--- src/hw/wdr_pkg.sv ---
// constants for the one-time-enabled watchdog with reset-out drive
// assumes sys_clk is the oscillator itself, so one clock is one oscillator period
package wdr_pkg;
    // register offsets on the special function register port
    localparam logic [7:0] AUX_CTRL_OFF = 8'h8e;
    localparam logic [7:0] RESTART_OFF = 8'ha6;
    localparam logic [7:0] STATUS_OFF = 8'ha5;

    // auxiliary control field positions
    localparam int AUX_STROBE_DISABLE_BIT = 0;
    localparam int AUX_RESET_OUT_DISABLE_BIT = 3;
    localparam int AUX_IDLE_HALT_BIT = 4;
    localparam logic [7:0] AUX_CTRL_RESET = 8'h00;
    localparam logic [7:0] AUX_CTRL_MASK = 8'h19;

    // status field positions
    localparam int STAT_ARMED_BIT = 0;
    localparam int STAT_POWER_DOWN_BIT = 1;
    localparam int STAT_WAKE_HOLD_BIT = 2;
    localparam int STAT_RESET_OUT_BIT = 3;

    // unlock pair written to the restart register
    localparam logic [7:0] KEY_FIRST = 8'h1e;
    localparam logic [7:0] KEY_SECOND = 8'he1;

    // watchdog counter
    localparam int CNT_W = 14;
    localparam logic [CNT_W-1:0] CNT_MAX = 14'h3fff;
    localparam logic [CNT_W-1:0] CNT_RESET = 14'h0000;

    // timing, in oscillator periods and machine cycles
    localparam int CLK_PERIOD_PS = 20000;
    localparam int OSC_PERIOD_PS = 20000;
    localparam int OSC_PER_MC = 12;
    localparam int OSC_PER_STROBE = 6;
    localparam int RESET_OUT_OSCILLATOR_PERIOD = 98;
    localparam int RESET_OUT_CYC = (RESET_OUT_OSCILLATOR_PERIOD * OSC_PERIOD_PS) / CLK_PERIOD_PS;
    localparam int RESET_IN_MC = 2;
    localparam int RESET_IN_CYC = (RESET_IN_MC * OSC_PER_MC * OSC_PERIOD_PS + CLK_PERIOD_PS - 1) / CLK_PERIOD_PS;

    localparam int PHASE_W = 4;
    localparam int PULSE_W = 7;
    localparam int RSTIN_W = 5;
endpackage

--- src/hw/wdr_if.sv ---
// carrier between the watchdog control logic, its counter and its reset-out timer
// assumes all three sit on the same sys_clk
`timescale 1ns/1ps
interface wdr_if;
    logic mc_tick;
    logic cnt_armed;
    logic cnt_halt;
    logic cnt_clear;
    logic cnt_overflow;
    logic pulse_start;
    logic pulse_active;

    modport ctl (output mc_tick, output cnt_armed, output cnt_halt, output cnt_clear,
                 input cnt_overflow, output pulse_start, input pulse_active);
    modport ctr (input mc_tick, input cnt_armed, input cnt_halt, input cnt_clear,
                 output cnt_overflow);
    modport pls (input pulse_start, output pulse_active);
endinterface

--- src/hw/wdr_counter.sv ---
// 14-bit watchdog counter, one step per machine cycle
// assumes the control logic supplies the machine-cycle tick and the halt conditions
`timescale 1ns/1ps
module wdr_counter (
    input wire logic sys_clk,
    input wire logic arst_n,
    wdr_if.ctr bus
);
    logic [wdr_pkg::CNT_W-1:0] cnt_q;
    logic [wdr_pkg::CNT_W-1:0] cnt_d;
    logic ovf_q;
    logic ovf_d;

    ////////////////////////////////////////////////////////////////////////////
    always_comb begin
        cnt_d = cnt_q;
        ovf_d = 1'b0;
        if (bus.cnt_clear || !bus.cnt_armed) begin
            cnt_d = wdr_pkg::CNT_RESET;
        end else if (cnt_q == wdr_pkg::CNT_MAX) begin
            // overflow fires once, count restarts; control disarms next cycle
            ovf_d = 1'b1;
            cnt_d = wdr_pkg::CNT_RESET;
        end else if (bus.mc_tick && !bus.cnt_halt) begin
            cnt_d = cnt_q + 14'h0001;
        end
    end

    always_ff @(posedge sys_clk or negedge arst_n) begin
        if (!arst_n) begin
            cnt_q <= wdr_pkg::CNT_RESET;
            ovf_q <= 1'b0;
        end else begin
            cnt_q <= cnt_d;
            ovf_q <= ovf_d;
        end
    end

    assign bus.cnt_overflow = ovf_q;
endmodule

--- src/hw/wdr_rstout.sv ---
// reset-out pulse timer: holds the reset pin drive for a fixed oscillator count
// assumes a one-cycle start pulse; a start while busy is ignored
`timescale 1ns/1ps
module wdr_rstout (
    input wire logic sys_clk,
    input wire logic arst_n,
    wdr_if.pls bus
);
    logic [wdr_pkg::PULSE_W-1:0] left_q;
    logic [wdr_pkg::PULSE_W-1:0] left_d;
    logic active_q;
    logic active_d;

    ////////////////////////////////////////////////////////////////////////////
    always_comb begin
        left_d = left_q;
        if (bus.pulse_start && !active_q) begin
            left_d = wdr_pkg::PULSE_W'(wdr_pkg::RESET_OUT_CYC);
        end else if (left_q != '0) begin
            left_d = left_q - 7'h01;
        end
        active_d = (left_d != '0);
    end

    always_ff @(posedge sys_clk or negedge arst_n) begin
        if (!arst_n) begin
            left_q <= '0;
            active_q <= 1'b0;
        end else begin
            left_q <= left_d;
            active_q <= active_d;
        end
    end

    assign bus.pulse_active = active_q;
endmodule

--- src/hw/wdr_top.sv ---
// Operation
// watchdog disabled after every reset
// writing 1E then E1 arms it
// same pair while armed clears count
// armed counter steps every machine cycle
// reaching 3FFF resets device and disarms
// no software disable once armed
// restart write-only, count never visible
// overflow drives reset pin 98 oscillator periods
// reset-out disable bit gates pin drive
// idle-halt bit stops counting in idle
// strobe disable limits strobe to moves
// power-down stops oscillator, count holds
// power-down left by reset or interrupt
// after interrupt wake, wait pin high
// software restarts in wake service routine
// reset pin high two machine cycles resets
// pair must be consecutive restart writes
//
// top of the watchdog block: register port, machine-cycle timing, power states,
// address-latch strobe and reset pin handling.
// assumes the cpu core reports idle, power-down entry and move instructions,
// and that the board resolves the reset pin from rst_pin_o / rst_pin_oe.
`timescale 1ns/1ps
module wdr_top (
    input wire logic sys_clk,
    input wire logic arst_n,
    input wire logic [7:0] reg_addr,
    input wire logic [7:0] reg_wdata,
    input wire logic reg_wr,
    input wire logic reg_rd,
    output logic [7:0] reg_rdata,
    input wire logic rst_pin_i,
    output logic rst_pin_o,
    output logic rst_pin_oe,
    input wire logic cpu_idle,
    input wire logic pd_enter,
    input wire logic wake_int_n,
    input wire logic wake_int_en,
    input wire logic move_active,
    output logic ale,
    output logic chip_reset
);
    wdr_if link ();

    ////////////////////////////////////////////////////////////////////////////
    // decode

    function automatic logic sel(input logic [7:0] addr, input logic [7:0] off);
        sel = (addr == off);
    endfunction

    logic wr_aux;
    logic wr_restart;
    assign wr_aux = reg_wr && sel(reg_addr, wdr_pkg::AUX_CTRL_OFF);
    assign wr_restart = reg_wr && sel(reg_addr, wdr_pkg::RESTART_OFF);

    ////////////////////////////////////////////////////////////////////////////
    // device reset sources

    logic [wdr_pkg::RSTIN_W-1:0] rstin_cnt_q;
    logic [wdr_pkg::RSTIN_W-1:0] rstin_cnt_d;
    logic pin_reset_q;
    logic pin_reset_d;
    logic chip_reset_q;
    logic chip_reset_d;
    logic soft_clr;

    // internal clear is synchronous so the pulse timer and pin logic survive it
    assign soft_clr = pin_reset_q || link.cnt_overflow;

    always_comb begin
        rstin_cnt_d = rstin_cnt_q;
        pin_reset_d = 1'b0;
        if (!rst_pin_i) begin
            rstin_cnt_d = '0;
        end else if (rstin_cnt_q != wdr_pkg::RSTIN_W'(wdr_pkg::RESET_IN_CYC)) begin
            rstin_cnt_d = rstin_cnt_q + 5'h01;
        end
        // reset holds for as long as the pin stays high after qualifying
        if (rst_pin_i && rstin_cnt_d == wdr_pkg::RSTIN_W'(wdr_pkg::RESET_IN_CYC)) begin
            pin_reset_d = 1'b1;
        end
        chip_reset_d = pin_reset_d || link.cnt_overflow;
    end

    always_ff @(posedge sys_clk or negedge arst_n) begin
        if (!arst_n) begin
            rstin_cnt_q <= '0;
            pin_reset_q <= 1'b0;
            chip_reset_q <= 1'b0;
        end else begin
            rstin_cnt_q <= rstin_cnt_d;
            pin_reset_q <= pin_reset_d;
            chip_reset_q <= chip_reset_d;
        end
    end

    ////////////////////////////////////////////////////////////////////////////
    // power states

    typedef enum logic [1:0] {
        WDR_PWR_RUN,
        WDR_PWR_DOWN,
        WDR_PWR_WAKE_HOLD
    } wdr_pwr_t;

    wdr_pwr_t pwr_q;
    wdr_pwr_t pwr_d;
    logic osc_run;

    always_comb begin
        pwr_d = pwr_q;
        case (pwr_q)
            WDR_PWR_RUN: begin
                if (pd_enter) begin
                    pwr_d = WDR_PWR_DOWN;
                end
            end
            WDR_PWR_DOWN: begin
                // only an enabled low-level interrupt wakes; reset handled below
                if (wake_int_en && !wake_int_n) begin
                    pwr_d = WDR_PWR_WAKE_HOLD;
                end
            end
            WDR_PWR_WAKE_HOLD: begin
                if (wake_int_n) begin
                    pwr_d = WDR_PWR_RUN;
                end
            end
            default: begin
                pwr_d = WDR_PWR_RUN;
            end
        endcase
        if (pin_reset_q) begin
            pwr_d = WDR_PWR_RUN;
        end
    end

    always_ff @(posedge sys_clk or negedge arst_n) begin
        if (!arst_n) begin
            pwr_q <= WDR_PWR_RUN;
        end else begin
            pwr_q <= pwr_d;
        end
    end

    // the oscillator is frozen in power-down; wake hold keeps it running
    assign osc_run = (pwr_q != WDR_PWR_DOWN);

    ////////////////////////////////////////////////////////////////////////////
    // oscillator phase: machine cycle and strobe timing

    logic [wdr_pkg::PHASE_W-1:0] phase_q;
    logic [wdr_pkg::PHASE_W-1:0] phase_d;
    logic mc_tick_q;
    logic mc_tick_d;
    logic ale_q;
    logic ale_d;
    logic strobe_slot;

    always_comb begin
        phase_d = phase_q;
        mc_tick_d = 1'b0;
        if (osc_run) begin
            if (phase_q == wdr_pkg::PHASE_W'(wdr_pkg::OSC_PER_MC - 1)) begin
                phase_d = '0;
                mc_tick_d = 1'b1;
            end else begin
                phase_d = phase_q + 4'h1;
            end
        end
    end

    // two strobe slots per machine cycle give the 1/6 rate
    assign strobe_slot = osc_run &&
        (phase_q == '0 || phase_q == wdr_pkg::PHASE_W'(wdr_pkg::OSC_PER_STROBE));

    always_ff @(posedge sys_clk or negedge arst_n) begin
        if (!arst_n) begin
            phase_q <= '0;
            mc_tick_q <= 1'b0;
        end else begin
            phase_q <= phase_d;
            mc_tick_q <= mc_tick_d;
        end
    end

    ////////////////////////////////////////////////////////////////////////////
    // auxiliary control register

    logic [7:0] aux_q;
    logic [7:0] aux_d;

    always_comb begin
        aux_d = aux_q;
        if (soft_clr) begin
            aux_d = wdr_pkg::AUX_CTRL_RESET;
        end else if (wr_aux) begin
            aux_d = reg_wdata & wdr_pkg::AUX_CTRL_MASK;
        end
    end

    always_ff @(posedge sys_clk or negedge arst_n) begin
        if (!arst_n) begin
            aux_q <= wdr_pkg::AUX_CTRL_RESET;
        end else begin
            aux_q <= aux_d;
        end
    end

    always_comb begin
        ale_d = 1'b0;
        if (strobe_slot) begin
            if (aux_q[wdr_pkg::AUX_STROBE_DISABLE_BIT]) begin
                ale_d = move_active;
            end else begin
                ale_d = 1'b1;
            end
        end
    end

    always_ff @(posedge sys_clk or negedge arst_n) begin
        if (!arst_n) begin
            ale_q <= 1'b0;
        end else begin
            ale_q <= ale_d;
        end
    end

    ////////////////////////////////////////////////////////////////////////////
    // unlock sequence and arming

    logic armed_q;
    logic armed_d;
    logic key_half_q;
    logic key_half_d;
    logic clear_q;
    logic clear_d;
    logic key_done;

    // only restart writes move the sequence; other addresses leave it alone
    assign key_done = wr_restart && key_half_q && (reg_wdata == wdr_pkg::KEY_SECOND);

    always_comb begin
        armed_d = armed_q;
        key_half_d = key_half_q;
        clear_d = 1'b0;
        if (wr_restart) begin
            key_half_d = (reg_wdata == wdr_pkg::KEY_FIRST);
        end
        if (key_done) begin
            armed_d = 1'b1;
            clear_d = 1'b1;
        end
        // no write path clears armed; only the reset sources do
        if (soft_clr) begin
            armed_d = 1'b0;
            key_half_d = 1'b0;
            clear_d = 1'b0;
        end
    end

    always_ff @(posedge sys_clk or negedge arst_n) begin
        if (!arst_n) begin
            armed_q <= 1'b0;
            key_half_q <= 1'b0;
            clear_q <= 1'b0;
        end else begin
            armed_q <= armed_d;
            key_half_q <= key_half_d;
            clear_q <= clear_d;
        end
    end

    ////////////////////////////////////////////////////////////////////////////
    // counter and reset-out timer

    assign link.mc_tick = mc_tick_q;
    assign link.cnt_armed = armed_q;
    assign link.cnt_clear = clear_q;
    assign link.cnt_halt = !osc_run || (pwr_q == WDR_PWR_WAKE_HOLD) ||
        (cpu_idle && aux_q[wdr_pkg::AUX_IDLE_HALT_BIT]);
    // the disable bit is sampled before the overflow clears the register
    assign link.pulse_start = link.cnt_overflow && !aux_q[wdr_pkg::AUX_RESET_OUT_DISABLE_BIT];

    wdr_counter u_counter (
        .sys_clk(sys_clk),
        .arst_n(arst_n),
        .bus(link)
    );

    wdr_rstout u_rstout (
        .sys_clk(sys_clk),
        .arst_n(arst_n),
        .bus(link)
    );

    ////////////////////////////////////////////////////////////////////////////
    // read port

    logic [7:0] rdata_q;
    logic [7:0] rdata_d;

    always_comb begin
        rdata_d = 8'h00;
        if (reg_rd) begin
            if (sel(reg_addr, wdr_pkg::AUX_CTRL_OFF)) begin
                rdata_d = aux_q;
            end else if (sel(reg_addr, wdr_pkg::STATUS_OFF)) begin
                rdata_d[wdr_pkg::STAT_ARMED_BIT] = armed_q;
                rdata_d[wdr_pkg::STAT_POWER_DOWN_BIT] = (pwr_q == WDR_PWR_DOWN);
                rdata_d[wdr_pkg::STAT_WAKE_HOLD_BIT] = (pwr_q == WDR_PWR_WAKE_HOLD);
                rdata_d[wdr_pkg::STAT_RESET_OUT_BIT] = link.pulse_active;
            end
            // restart register and counter read as zero
            // no read path reaches the count, so software never observes it
        end
    end

    always_ff @(posedge sys_clk or negedge arst_n) begin
        if (!arst_n) begin
            rdata_q <= 8'h00;
        end else begin
            rdata_q <= rdata_d;
        end
    end

    ////////////////////////////////////////////////////////////////////////////
    // outputs

    assign reg_rdata = rdata_q;
    assign rst_pin_o = link.pulse_active;
    assign rst_pin_oe = link.pulse_active;
    assign ale = ale_q;
    assign chip_reset = chip_reset_q;
endmodule

--- config.mk ---
export PLATFORM = sky130hd
export DESIGN_NAME = wdr_top
export DESIGN_NICKNAME = d
export VERILOG_FILES = /design/src/hw/wdr_pkg.sv /design/src/hw/wdr_if.sv /design/src/hw/wdr_counter.sv /design/src/hw/wdr_rstout.sv /design/src/hw/wdr_top.sv
export SDC_FILE = /design/constraint.sdc
export NUM_CORES = 1
export LEC_CHECK = 0
export BUFFER_PORTS_ARGS = -buffer_cell sky130_fd_sc_hd__buf_2
export CORE_ASPECT_RATIO = 0.5
export CORE_UTILIZATION = 50
export DETAILED_ROUTE_END_ITERATION = 8
export GPL_ROUTABILITY_DRIVEN = 0
export PLACE_DENSITY = 0.81
export SETUP_SLACK_MARGIN = 0.4
export SLEW_MARGIN = 30
export SYNTH_ARGS = -nofsm -noshare
export SYNTH_HDL_FRONTEND = slang
export SYNTH_SLANG_ARGS = --single-unit
--- constraint.sdc ---
create_clock -name sys_clk -period 2.7 [get_ports sys_clk]
set_input_delay 0.27 -clock sys_clk [delete_from_list [all_inputs] [get_ports sys_clk]]
set_output_delay 0.27 -clock sys_clk [all_outputs]
set_load 0.01 [all_outputs]
==> metrics, run 1 <==
area of the die 5582 µm²; via/cell ratio ~5.4; R2R cell count 6; clock-pin transition on the worst setup and hold timing paths ~0.10 ns; Leakage 1.468 nW; cts bufs inserted 5; hold_sp reg_wdata[2]; CTS H-tree depth 2; sequential area share after synthesis 0.4653; RR Endpoint u_counter.cnt_q[11]; Reg2Reg Launch Point pwr_q[0]; TNS Setup 0 ns; post-layout util 0.6009; hold crit path type in -> reg; cell count along the critical path 6; # IOs 38; Top delay family on crit path simple AND/OR/NAND/NOR gates; met3 routed WL ~130 µm; FMAX between 400 and 500 MHz; largest net degree at the start of global routing 50; period utilization 0.7529; gr usage total 0.1877; post-detail-place hpwl around 3700 µm; initial antenna violation count 0; most frequent cells in the layout 49 x dfrtp_1, 33 x buf_2, 24 x nor2_1; CP required 2.93 ns; reg-to-reg slack, setup between 0.6 and 0.7 ns; PwrDens approximately 610 nW/µm²; latest clock arrival within the worst-skew pair approximately 0.3 ns; Fin. Hold Viols 0; Reg power frac 0.465; RSZ-0062 raised after global routing no; DR WL/cell 13.58 µm; number of synthesized flops with an enable pin 0; commonest non-fill, non-tap cell in the layout dfrtp_1; Core Area approximately 5000 µm²; clock power share 0.345; syn avg cell area 10.13 µm²; Most used DFF post-synth dfrtp_1; Die Wd 104.7 µm; WL met1 around 2200 µm; combinational group share of total power 0.190; initial DRC count 85; clk buf depth 2; Slew Viols, Final 0; ANT cells 0; worst path bufs/invs 1; Final min period 2.033 ns; top layer in use met4; PortBufs 34; internal power ~1.3 mW; DRT Pass-1 Iters 4; fin area about 3000 µm²; # rows 18; Synth Cell Area between 2000 and 3000 µm²; Hold Crit Depth 4; top cell type's share of synthesized area 0.4653; Synth area leader dfrtp_1; Yosys cell types 52; Yosys warning count 0; #FFs+latches synth just under 50; worst-path cell chain inv_1, ha_1, nor2b_1, nand4_4, or4_4, a21oi_2; Crit Path Class reg -> reg; first-pass GRT wire length 8121 µm; dominant cells by area after synthesis dfrtp_1 47%, ha_1 5.7%, nor2_1 3.4%; Slowest Stage Delay on Critical Path 0.45 ns; post-route ant nets 0; GR Overflow Total 0; CP max stage cell or4_4; Slew @ Worst Pin between 0.6 and 0.7 ns; number of global-route vias before repair between 1500 and 2000; Layout Skew roughly 0.0065 ns; Initial Util 0.5270; clock root buffer clkbuf_8; sw frac 0.2729; crit-path max FO 10; Peak VDD IR slightly above 0.3 mV; DR DRC count 0; final setup vio count 0; Mapped Cells 260; Die Y ~53 µm; Hold EP clear_q; CTS tree done; share of cells above drive strength 1 0.1980; P_sw between 0.4 and 0.5 mW; DR WL met2 about 2600 µm; # Post-CTS Setup Buffers 0; Arr. time, crit path approximately 2.3 ns; nets between 300 and 400; dpl cell area between 2000 and 3000 µm²; asr flop ratio synth 1.000; Post-Route WL 4997 µm; status completed; maxcap violations 0; area grow syn2layout 14.01%; startpoint types flip-flop; routed via count between 1500 and 2000; CP Capture Type flip-flop; Clock Sinks 49; Slew headroom 0.5923
[worst register-to-register path, cell delays in order (launching register included)]
cell and delay [ns]:
dfrtp_1 0.39, inv_1 0.09, ha_1 0.31, nor2b_1 0.34
nand4_4 0.22, or4_4 0.45, a21oi_2 0.15
[synthesized netlist by cell type, types with 2 or more instances]
library cell  instances
a22o_1                2
and4b_1               2
a21o_1                3
buf_4                 5
nand2b_1              3
mux2_2                3
and2_1                7
nor2b_1               3
xnor2_1               7
nand3_1              12
and3_1                2
nor2_1               24
nor4_1                2
dfrtp_1              49
mux2i_1               8
or3_1                 6
ha_1                 12
inv_1                18
a21oi_1               9
or3_2                 2
xor2_1                8
nor3_1                9
nand2_1              16
nand3b_1              3
o21ai_0              11
clkbuf_1              2
o31ai_1               2
nand4b_1              5
and3b_1               2
[stage by stage]
| step | hold slack (ns) | instances | power, mW | setup WS (ns) |
|---|---|---|---|---|
| after floorplan | -0.02559 | 262 | 1.103 | 0.9881 |
| after global placement | 0.4985 | 359 | 1.176 | 0.8632 |
| after detailed placement | 0.3237 | 359 | 1.204 | 0.7306 |
| after CTS | 0.2203 | 368 | 1.834 | 0.6728 |
| after global routing | 0.2418 | 368 | 1.923 | 0.5598 |
| final | 0.2265 | 368 | 1.825 | 0.6672 |
[sequential cells by signal, summed over array words and instances, names as in the netlist, 2 cells and up]
name             cells
aux_q                3
rstin_cnt_q          5
phase_q              4
reg_rdata            5
u_rstout.left_q      7
pwr_q                2
u_counter.cnt_q     14
[cell families (layout without fill, tap and decap cells)]
family / Yosys count / after routing / share of synthesized area
mux: 11 / 11 / 0.04321
simple gates: 110 / 110 / 0.2502
flops: 49 / 49 / 0.4653
compound gates: 35 / 35 / 0.08405
buf+inv: 27 / 63 / 0.04891
other cells: 1 / 3 / 0.001423
fa+ha+maj: 12 / 12 / 0.05698
xor+xnor: 15 / 15 / 0.04986
[worst max path at each step]
stage / from / endpoint
2_1_floorplan: pwr_q[0] / u_counter.cnt_q[11]
3_3_place_gp: pwr_q[0] / u_counter.cnt_q[5]
3_5_place_dp: pwr_q[0] / u_counter.cnt_q[11]
4_1_cts: pwr_q[0] / u_counter.cnt_q[11]
5_1_grt: pwr_q[0] / u_counter.cnt_q[5]
6_report: pwr_q[0] / u_counter.cnt_q[11]
[layer usage]
metal	global-route usage	up-vias
met5	0	-
met4	0.07277	0
met3	0.04310	6
met2	0.3499	24
met1	0.2168	993
li1	-	970
[layout make-up]
type / instances / area (µm²)
clock buffer: 5 / 68.82
tap: 70 / 87.58
clock inverter: 3 / 68.82
inverter: 18 / 67.56
timing repair buffer: 37 / 197.7
multi-input combinational: 186 / 1287
fill: 405 / 1996
sequential: 49 / 1226
[timing repair]
| action | CTS | global route |
|---|---|---|
| setup endpoints to repair | 0 | 0 |
| endpoints found under the hold margin | 28 | 0 |
| hold buffers | 1 | 0 |
| gates resized for setup | 0 | 0 |
[power groups by stage]
stage               Combinational (mW)  Clock, mW  Sequential [mW]
floorplan                        0.251          0            0.852
global placement                 0.318          0            0.858
detailed placement               0.342          0            0.862
CTS                              0.351      0.636            0.847
global route                     0.394      0.671            0.858
finish                           0.348      0.629            0.848
(Power assumes the default switching activity.)
==> run 2, diff against run 1 <==
PLACE_DENSITY = 0.84   (was 0.81)
clock period = 1.7 ns   (was 2.7 ns; I/O delays follow)
==> run 2 against run 1 <==
  * The run now ends with setup timing left
  * Sequential share of layout area decreased by 8.3 points
  * Power increased by 91%
  * Sequential power increased by 62%
  * Clock skew increased by 0.0072 ns
  * Critical path type unchanged
  * Highest routed layer unchanged
==> metrics, run 2 (same netlist as run 1, synthesis figures left out) <==
status finished with violations (was completed); failing checks setup timing; CP max stage cell dfrtp_1 (was or4_4); FMAX 542.7 MHz (was 491.9 MHz); DRT Pass-1 Iters 5 (was 4); Crit Path Class reg -> reg (unchanged); commonest non-fill, non-tap cell in the layout dfrtp_1 (unchanged); Fin. Hold Viols 0 (unchanged); post-layout util 0.7580 (was 0.6009); share of cells above drive strength 1 0.4940 (was 0.1980); CTS H-tree depth 2 (unchanged); CTS tree done (unchanged); initial DRC count 167 (was 85); startpoint types flip-flop (unchanged); Top delay family on crit path buffers and inverters (was simple AND/OR/NAND/NOR gates); DR WL/cell 20.41 µm (was 13.58 µm); via/cell ratio 5.918 (was 5.416); maxcap violations 0 (unchanged); first-pass GRT wire length 10710 µm (was 8121 µm); Non-Filler Instances 404 (was 368); Initial Util 0.5270 (unchanged); CP Capture Type flip-flop (unchanged); # IOs 38 (unchanged); # rows 18 (unchanged); Arr. time, crit path 2.04 ns (was 2.26 ns); post-placement cell count 371 (was 359); post-route ant nets 0 (unchanged); initial antenna violation count 0 (unchanged); top layer in use met4 (unchanged); worst-path cell chain inv_2, buf_6, buf_6, ha_4, a222oi_1, buf_4, mux2i_1, nor2_1 (was inv_1, ha_1, nor2b_1, nand4_4, or4_4, a21oi_2); nets 371 (was 335); CP dominant cell by count buf_6; Clock Sinks 49 (unchanged); post-detail-place hpwl 4039 µm (was 3692 µm); largest net degree at the start of global routing 27 (was 50); CP required 1.90 ns (was 2.93 ns); total power 3.487 mW (was 1.825 mW); Slew headroom 0.5858 (was 0.5923); GR Overflow Total 0 (unchanged); max FFs per register 14 (unchanged); period utilization 1.084 (was 0.7529); largest registers u_counter.cnt_q: 14 flops, u_rstout.left_q: 7 flops (unchanged); met3 routed WL 386 µm (was 129 µm); Peak VDD IR 0.5583 mV (was 0.3059 mV); cts bufs inserted 5 (unchanged); final setup vio count 4 (was 0); Slew @ Worst Pin 0.6212 ns (was 0.6115 ns); Slowest Stage Delay on Critical Path 0.37 ns (was 0.45 ns); Slew Viols, Final 0 (unchanged); Die Y 53.34 µm (unchanged); Core Area 5000 µm² (unchanged); final worst setup slack -0.1426 ns (was 0.6672 ns); routed via count 2391 (was 1993); PortBufs 34 (unchanged); clock-pin transition on the worst setup and hold timing paths 0.10 ns (about the same); area grow syn2layout 43.83% (was 14.01%); area of the die 5582 µm² (unchanged); hold crit path type in -> reg (unchanged); worst path bufs/invs 4 (was 1); most frequent cells in the layout 45 x dfrtp_1, 34 x buf_2, 19 x buf_4 (was 49 x dfrtp_1, 33 x buf_2, 24 x nor2_1); fillers 289 (was 405); Final min period 1.843 ns (was 2.033 ns); Post-Route WL 8244 µm (was 4997 µm); PwrDens 920.0 nW/µm² (was 607.5 nW/µm²); DR DRC count 0 (unchanged); latest clock arrival within the worst-skew pair 0.32 ns (was 0.30 ns); RSZ-0062 raised after global routing yes (was no); crit-path max FO 2 (was 10); ANT cells 0 (unchanged); reg-to-reg slack, setup -0.14 ns (was 0.67 ns); clock root buffer clkbuf_8 (unchanged); Die Wd 104.7 µm (unchanged); Layout Skew 0.01376 ns (was 0.006533 ns); number of global-route vias before repair 2260 (was 1951); TNS Setup -0.3090 ns (was 0 ns); Leakage 1.755 nW (was 1.468 nW); clk buf depth 2 (unchanged); DR WL met2 4393 µm (was 2583 µm); Reg with most FFs u_counter.cnt_q (unchanged); gr usage total 0.2529 (was 0.1877); hold_ws 0.1545 ns (was 0.2265 ns); WL met1 3049 µm (was 2244 µm)
run 2: cell count changes in the layout (fill, tap and decap cells not counted), sizes merged:
cell / delta
bufinv: -1
clkbuf: +1
inv: -1
buf: +36
clkinvlp: +1
run 2: worst paths after layout:
kind | start | endpoint | cells after the start
setup / recovery | pwr_q[0] | pwr_q[0] | 8
hold / removal | move_active | ale | 3
setup reg to reg | pwr_q[0] | pwr_q[0] | 8
hold reg to reg | aux_q[4] | reg_rdata[4] | 1
max in group asynchronous | arst_n | u_rstout.left_q[0] | 3
min in group asynchronous | arst_n | reg_rdata[4] | 2
run 2: per-layer routing:
| metal | up-vias | global-route usage |
|---|---|---|
| li1 | 1041 | - |
| met4 | 0 | 0.1080 |
| met5 | - | 0 |
| met2 | 113 | 0.5077 |
| met3 | 51 | 0.05172 |
| met1 | 1186 | 0.2675 |
run 2: area by class of cell:
class	count	area (µm²)	area share
Sequential cell	49	1231	0.3249
Multi-Input combinational cell	186	1743	0.4599
Timing Repair Buffer	73	540.5	0.1426
Tap cell	70	87.58	0.02311
Clock inverter	2	37.54	0.009904
Clock buffer	6	82.58	0.02179
Inverter	18	67.56	0.01783
run 2: where the power goes:
| group | total (mW) | leakage [nW] | internal (mW) | switching [mW] |
|---|---|---|---|---|
| clock | 0.905 | 0.0574 | 0.479 | 0.426 |
| combinational | 1.21 | 1.03 | 0.642 | 0.573 |
| sequential | 1.37 | 0.663 | 1.26 | 0.109 |
| total | 3.49 | 1.75 | 2.38 | 1.11 |
run 2: worst register-to-register path: stages, from the launching register on:
cell,delay (ns)
dfrtp_1,0.37
inv_2,0.06
buf_6,0.11
buf_6,0.11
ha_4,0.15
a222oi_1,0.35
buf_4,0.20
mux2i_1,0.29
nor2_1,0.09
run 2: per-stage QoR:
stage / area [µm²] / setup WS, ns
after floorplan: 2685 / -0.001790
after global placement: 2977 / 0.02879
after detailed placement: 2977 / -0.05215
after CTS: 3456 / -0.02061
after global routing: 3790 / -0.2543
final: 3790 / -0.1426
run 2: repair_timing:
action                                  CTS  global route
resized for setup                        60            58
gates cloned                              1             0
setup buffers                            15             8
endpoints found under the hold margin    24             0
endpoints found under the setup margin   33            39
pin swaps                                25            35
hold buffers                              1             0
==> run 3, diff against run 2 <==
clock period = 1.69 ns   (was 1.7 ns; I/O delays follow)
==> run 3 against run 2 <==
  * Highest routed layer unchanged
  * Sequential power hardly changed
  * Clock-buffer cell count is 1 higher
  * Power is 5.1% lower
  * First-iteration DRC count is 4.2% higher
  * Register-to-register slack better by 0.097 ns
  * The run still ends with setup timing left
  * Worst hold slack worse by 0.014 ns
  * Global-route usage is 1.4 points higher
  * Fmax is 6.2% higher
  * Clock power is 1% lower
==> metrics, run 3 (same netlist as run 1, synthesis figures left out) <==
maxcap violations 0 (unchanged); Die Wd 104.7 µm (unchanged); number of global-route vias before repair 2365 (was 2260); status finished with violations (unchanged); startpoint types flip-flop (unchanged); crit-path max FO 8 (was 2); R2R cell count 7 (was 8); hold_ws 0.1409 ns (was 0.1545 ns); P_sw 1.020 mW (was 1.108 mW); Reg power frac 0.416 (was 0.392); share of cells above drive strength 1 0.4618 (was 0.4940); Crit Path Class reg -> reg (unchanged); Reg2Reg Launch Point pwr_q[1] (was pwr_q[0]); # rows 18 (unchanged); Initial Util 0.5270 (unchanged); clock power share 0.270 (was 0.260); Fin. Hold Viols 0 (unchanged); final worst setup slack -0.04571 ns (was -0.1426 ns); clock root buffer clkbuf_8 (unchanged); GR Overflow Total 0 (unchanged); fillers 307 (was 289); post-route ant nets 0 (unchanged); Clock Sinks 49 (unchanged); clock-pin transition on the worst setup and hold timing paths 0.10 ns (about the same); largest net degree at the start of global routing 27 (unchanged); DR DRC count 0 (unchanged); Final min period 1.736 ns (was 1.843 ns); Arr. time, crit path 1.98 ns (was 2.04 ns); Leakage 1.778 nW (was 1.755 nW); commonest non-fill, non-tap cell in the layout dfrtp_1 (unchanged); Die Y 53.34 µm (unchanged); DR WL/cell 18.53 µm (was 20.41 µm); sw frac 0.3080 (was 0.3176); pre-CTS setup slack -0.08447 ns (was -0.05215 ns); DRT Pass-1 Iters 4 (was 5); RSZ-0062 raised after global routing yes (unchanged); gr usage total 0.2667 (was 0.2529); RR Endpoint u_counter.cnt_q[11] (was pwr_q[0]); routed via count 2359 (was 2391); reg-to-reg slack, setup -0.05 ns (was -0.14 ns); max FFs per register 14 (unchanged); Reg with most FFs u_counter.cnt_q (unchanged); largest registers u_counter.cnt_q: 14 flops, u_rstout.left_q: 7 flops (unchanged); TNS Setup -0.09382 ns (was -0.3090 ns); CTS H-tree depth 2 (unchanged); area grow syn2layout 41.07% (was 43.83%); combinational group share of total power 0.314 (was 0.348); internal power 2.291 mW (was 2.379 mW); period utilization 1.027 (was 1.084); Slew @ Worst Pin 0.5874 ns (was 0.6212 ns); FMAX 576.1 MHz (was 542.7 MHz); PortBufs 34 (unchanged); nets 377 (was 371); via/cell ratio 5.754 (was 5.918); Post-Route WL 7598 µm (was 8244 µm); failing checks setup timing (unchanged); Hold Crit Depth 4 (was 3); ANT cells 0 (unchanged); Non-Filler Instances 410 (was 404); first-pass GRT wire length 11180 µm (was 10710 µm); latest clock arrival within the worst-skew pair 0.31 ns (was 0.32 ns); Peak VDD IR 0.5426 mV (was 0.5583 mV); post-detail-place hpwl 4052 µm (was 4039 µm); CP Capture Type flip-flop (unchanged); initial antenna violation count 0 (unchanged); CP required 1.94 ns (was 1.90 ns); most frequent cells in the layout 47 x dfrtp_1, 35 x buf_2, 31 x buf_4 (was 45 x dfrtp_1, 34 x buf_2, 19 x buf_4); cts bufs inserted 5 (unchanged); initial DRC count 174 (was 167); hold_sp reg_wdata[1] (was move_active); # IOs 38 (unchanged); Core Area 5000 µm² (unchanged); PwrDens 890.6 nW/µm² (was 920.0 nW/µm²); Slew headroom 0.6084 (was 0.5858); hold crit path type in -> reg (unchanged); Layout Skew 0.01264 ns (was 0.01376 ns); post-placement cell count 372 (was 371); area of the die 5582 µm² (unchanged); clk buf depth 2 (unchanged); Slew Viols, Final 0 (unchanged); CTS tree done (unchanged); Hold EP clear_q (was ale); final setup vio count 4 (unchanged)
run 3: layout make-up:
type	count	area [µm²]	area share
clock buffer	7	86.33	0.02322
clock inverter	1	30.03	0.008078
inverter	18	67.56	0.01818
multi-input combinational	186	1660	0.4466
sequential	49	1229	0.3305
tap	70	87.58	0.02356
timing repair buffer	79	556.8	0.1498
run 3: per-layer routing:
metal / wire length (µm) / up-vias / track usage
li1: - / 1049 / -
met1: 2995 / 1178 / 0.2921
met2: 3952 / 104 / 0.5022
met3: 388 / 28 / 0.04926
met4: 261 / 0 / 0.1643
met5: 0 / - / 0
run 3: worst max-delay path by stage:
stage / startpoint / endpoint / slack [ns] / depth (start not counted)
finish: pwr_q[1] / u_counter.cnt_q[11] / -0.05 / 7
global route: pwr_q[1] / u_counter.cnt_q[11] / -0.12 / 7
CTS: pwr_q[0] / u_counter.cnt_q[11] / -0.02 / 7
detailed placement: pwr_q[1] / u_counter.cnt_q[5] / -0.08 / 7
global placement: pwr_q[0] / u_counter.cnt_q[11] / 0.02 / 7
floorplan: pwr_q[0] / u_counter.cnt_q[11] / -0.01 / 7
run 3: power by group through the flow:
| stage | combinational [mW] | clock (mW) | sequential [mW] |
|---|---|---|---|
| 2_1_floorplan | 0.437 | 0 | 1.36 |
| 3_3_place_gp | 0.595 | 0 | 1.37 |
| 3_5_place_dp | 0.652 | 0 | 1.38 |
| 4_1_cts | 0.869 | 0.896 | 1.36 |
| 5_1_grt | 1.12 | 0.948 | 1.39 |
| 6_report | 1.04 | 0.893 | 1.38 |
run 3: through the flow:
| stage | area (µm²) | util | total power, mW |
|---|---|---|---|
| floorplan | 2685 | - | 1.802 |
| global placement | 2984 | 0.5968 | 1.963 |
| detailed placement | 2984 | 0.5968 | 2.031 |
| CTS | 3501 | 0.7002 | 3.123 |
| global route | 3717 | 0.7435 | 3.453 |
| finish | 3717 | 0.7435 | 3.311 |
run 3: timing repair:
action / CTS / global route
pin swaps: 25 / 25
cloned: 1 / 0
endpoints found under the hold margin: 24 / 0
setup buffers: 21 / 7
hold buffers: 1 / 0
resized for setup: 55 / 34
setup endpoints to repair: 34 / 37
run 3: critical path, cell delays in order (launching register included):
cell and delay, ns:
dfrtp_1 0.40, inv_2 0.09, ha_4 0.19, nor2b_1 0.11, buf_4 0.15, nand4_4 0.14
or4_4 0.45, a21oi_2 0.14
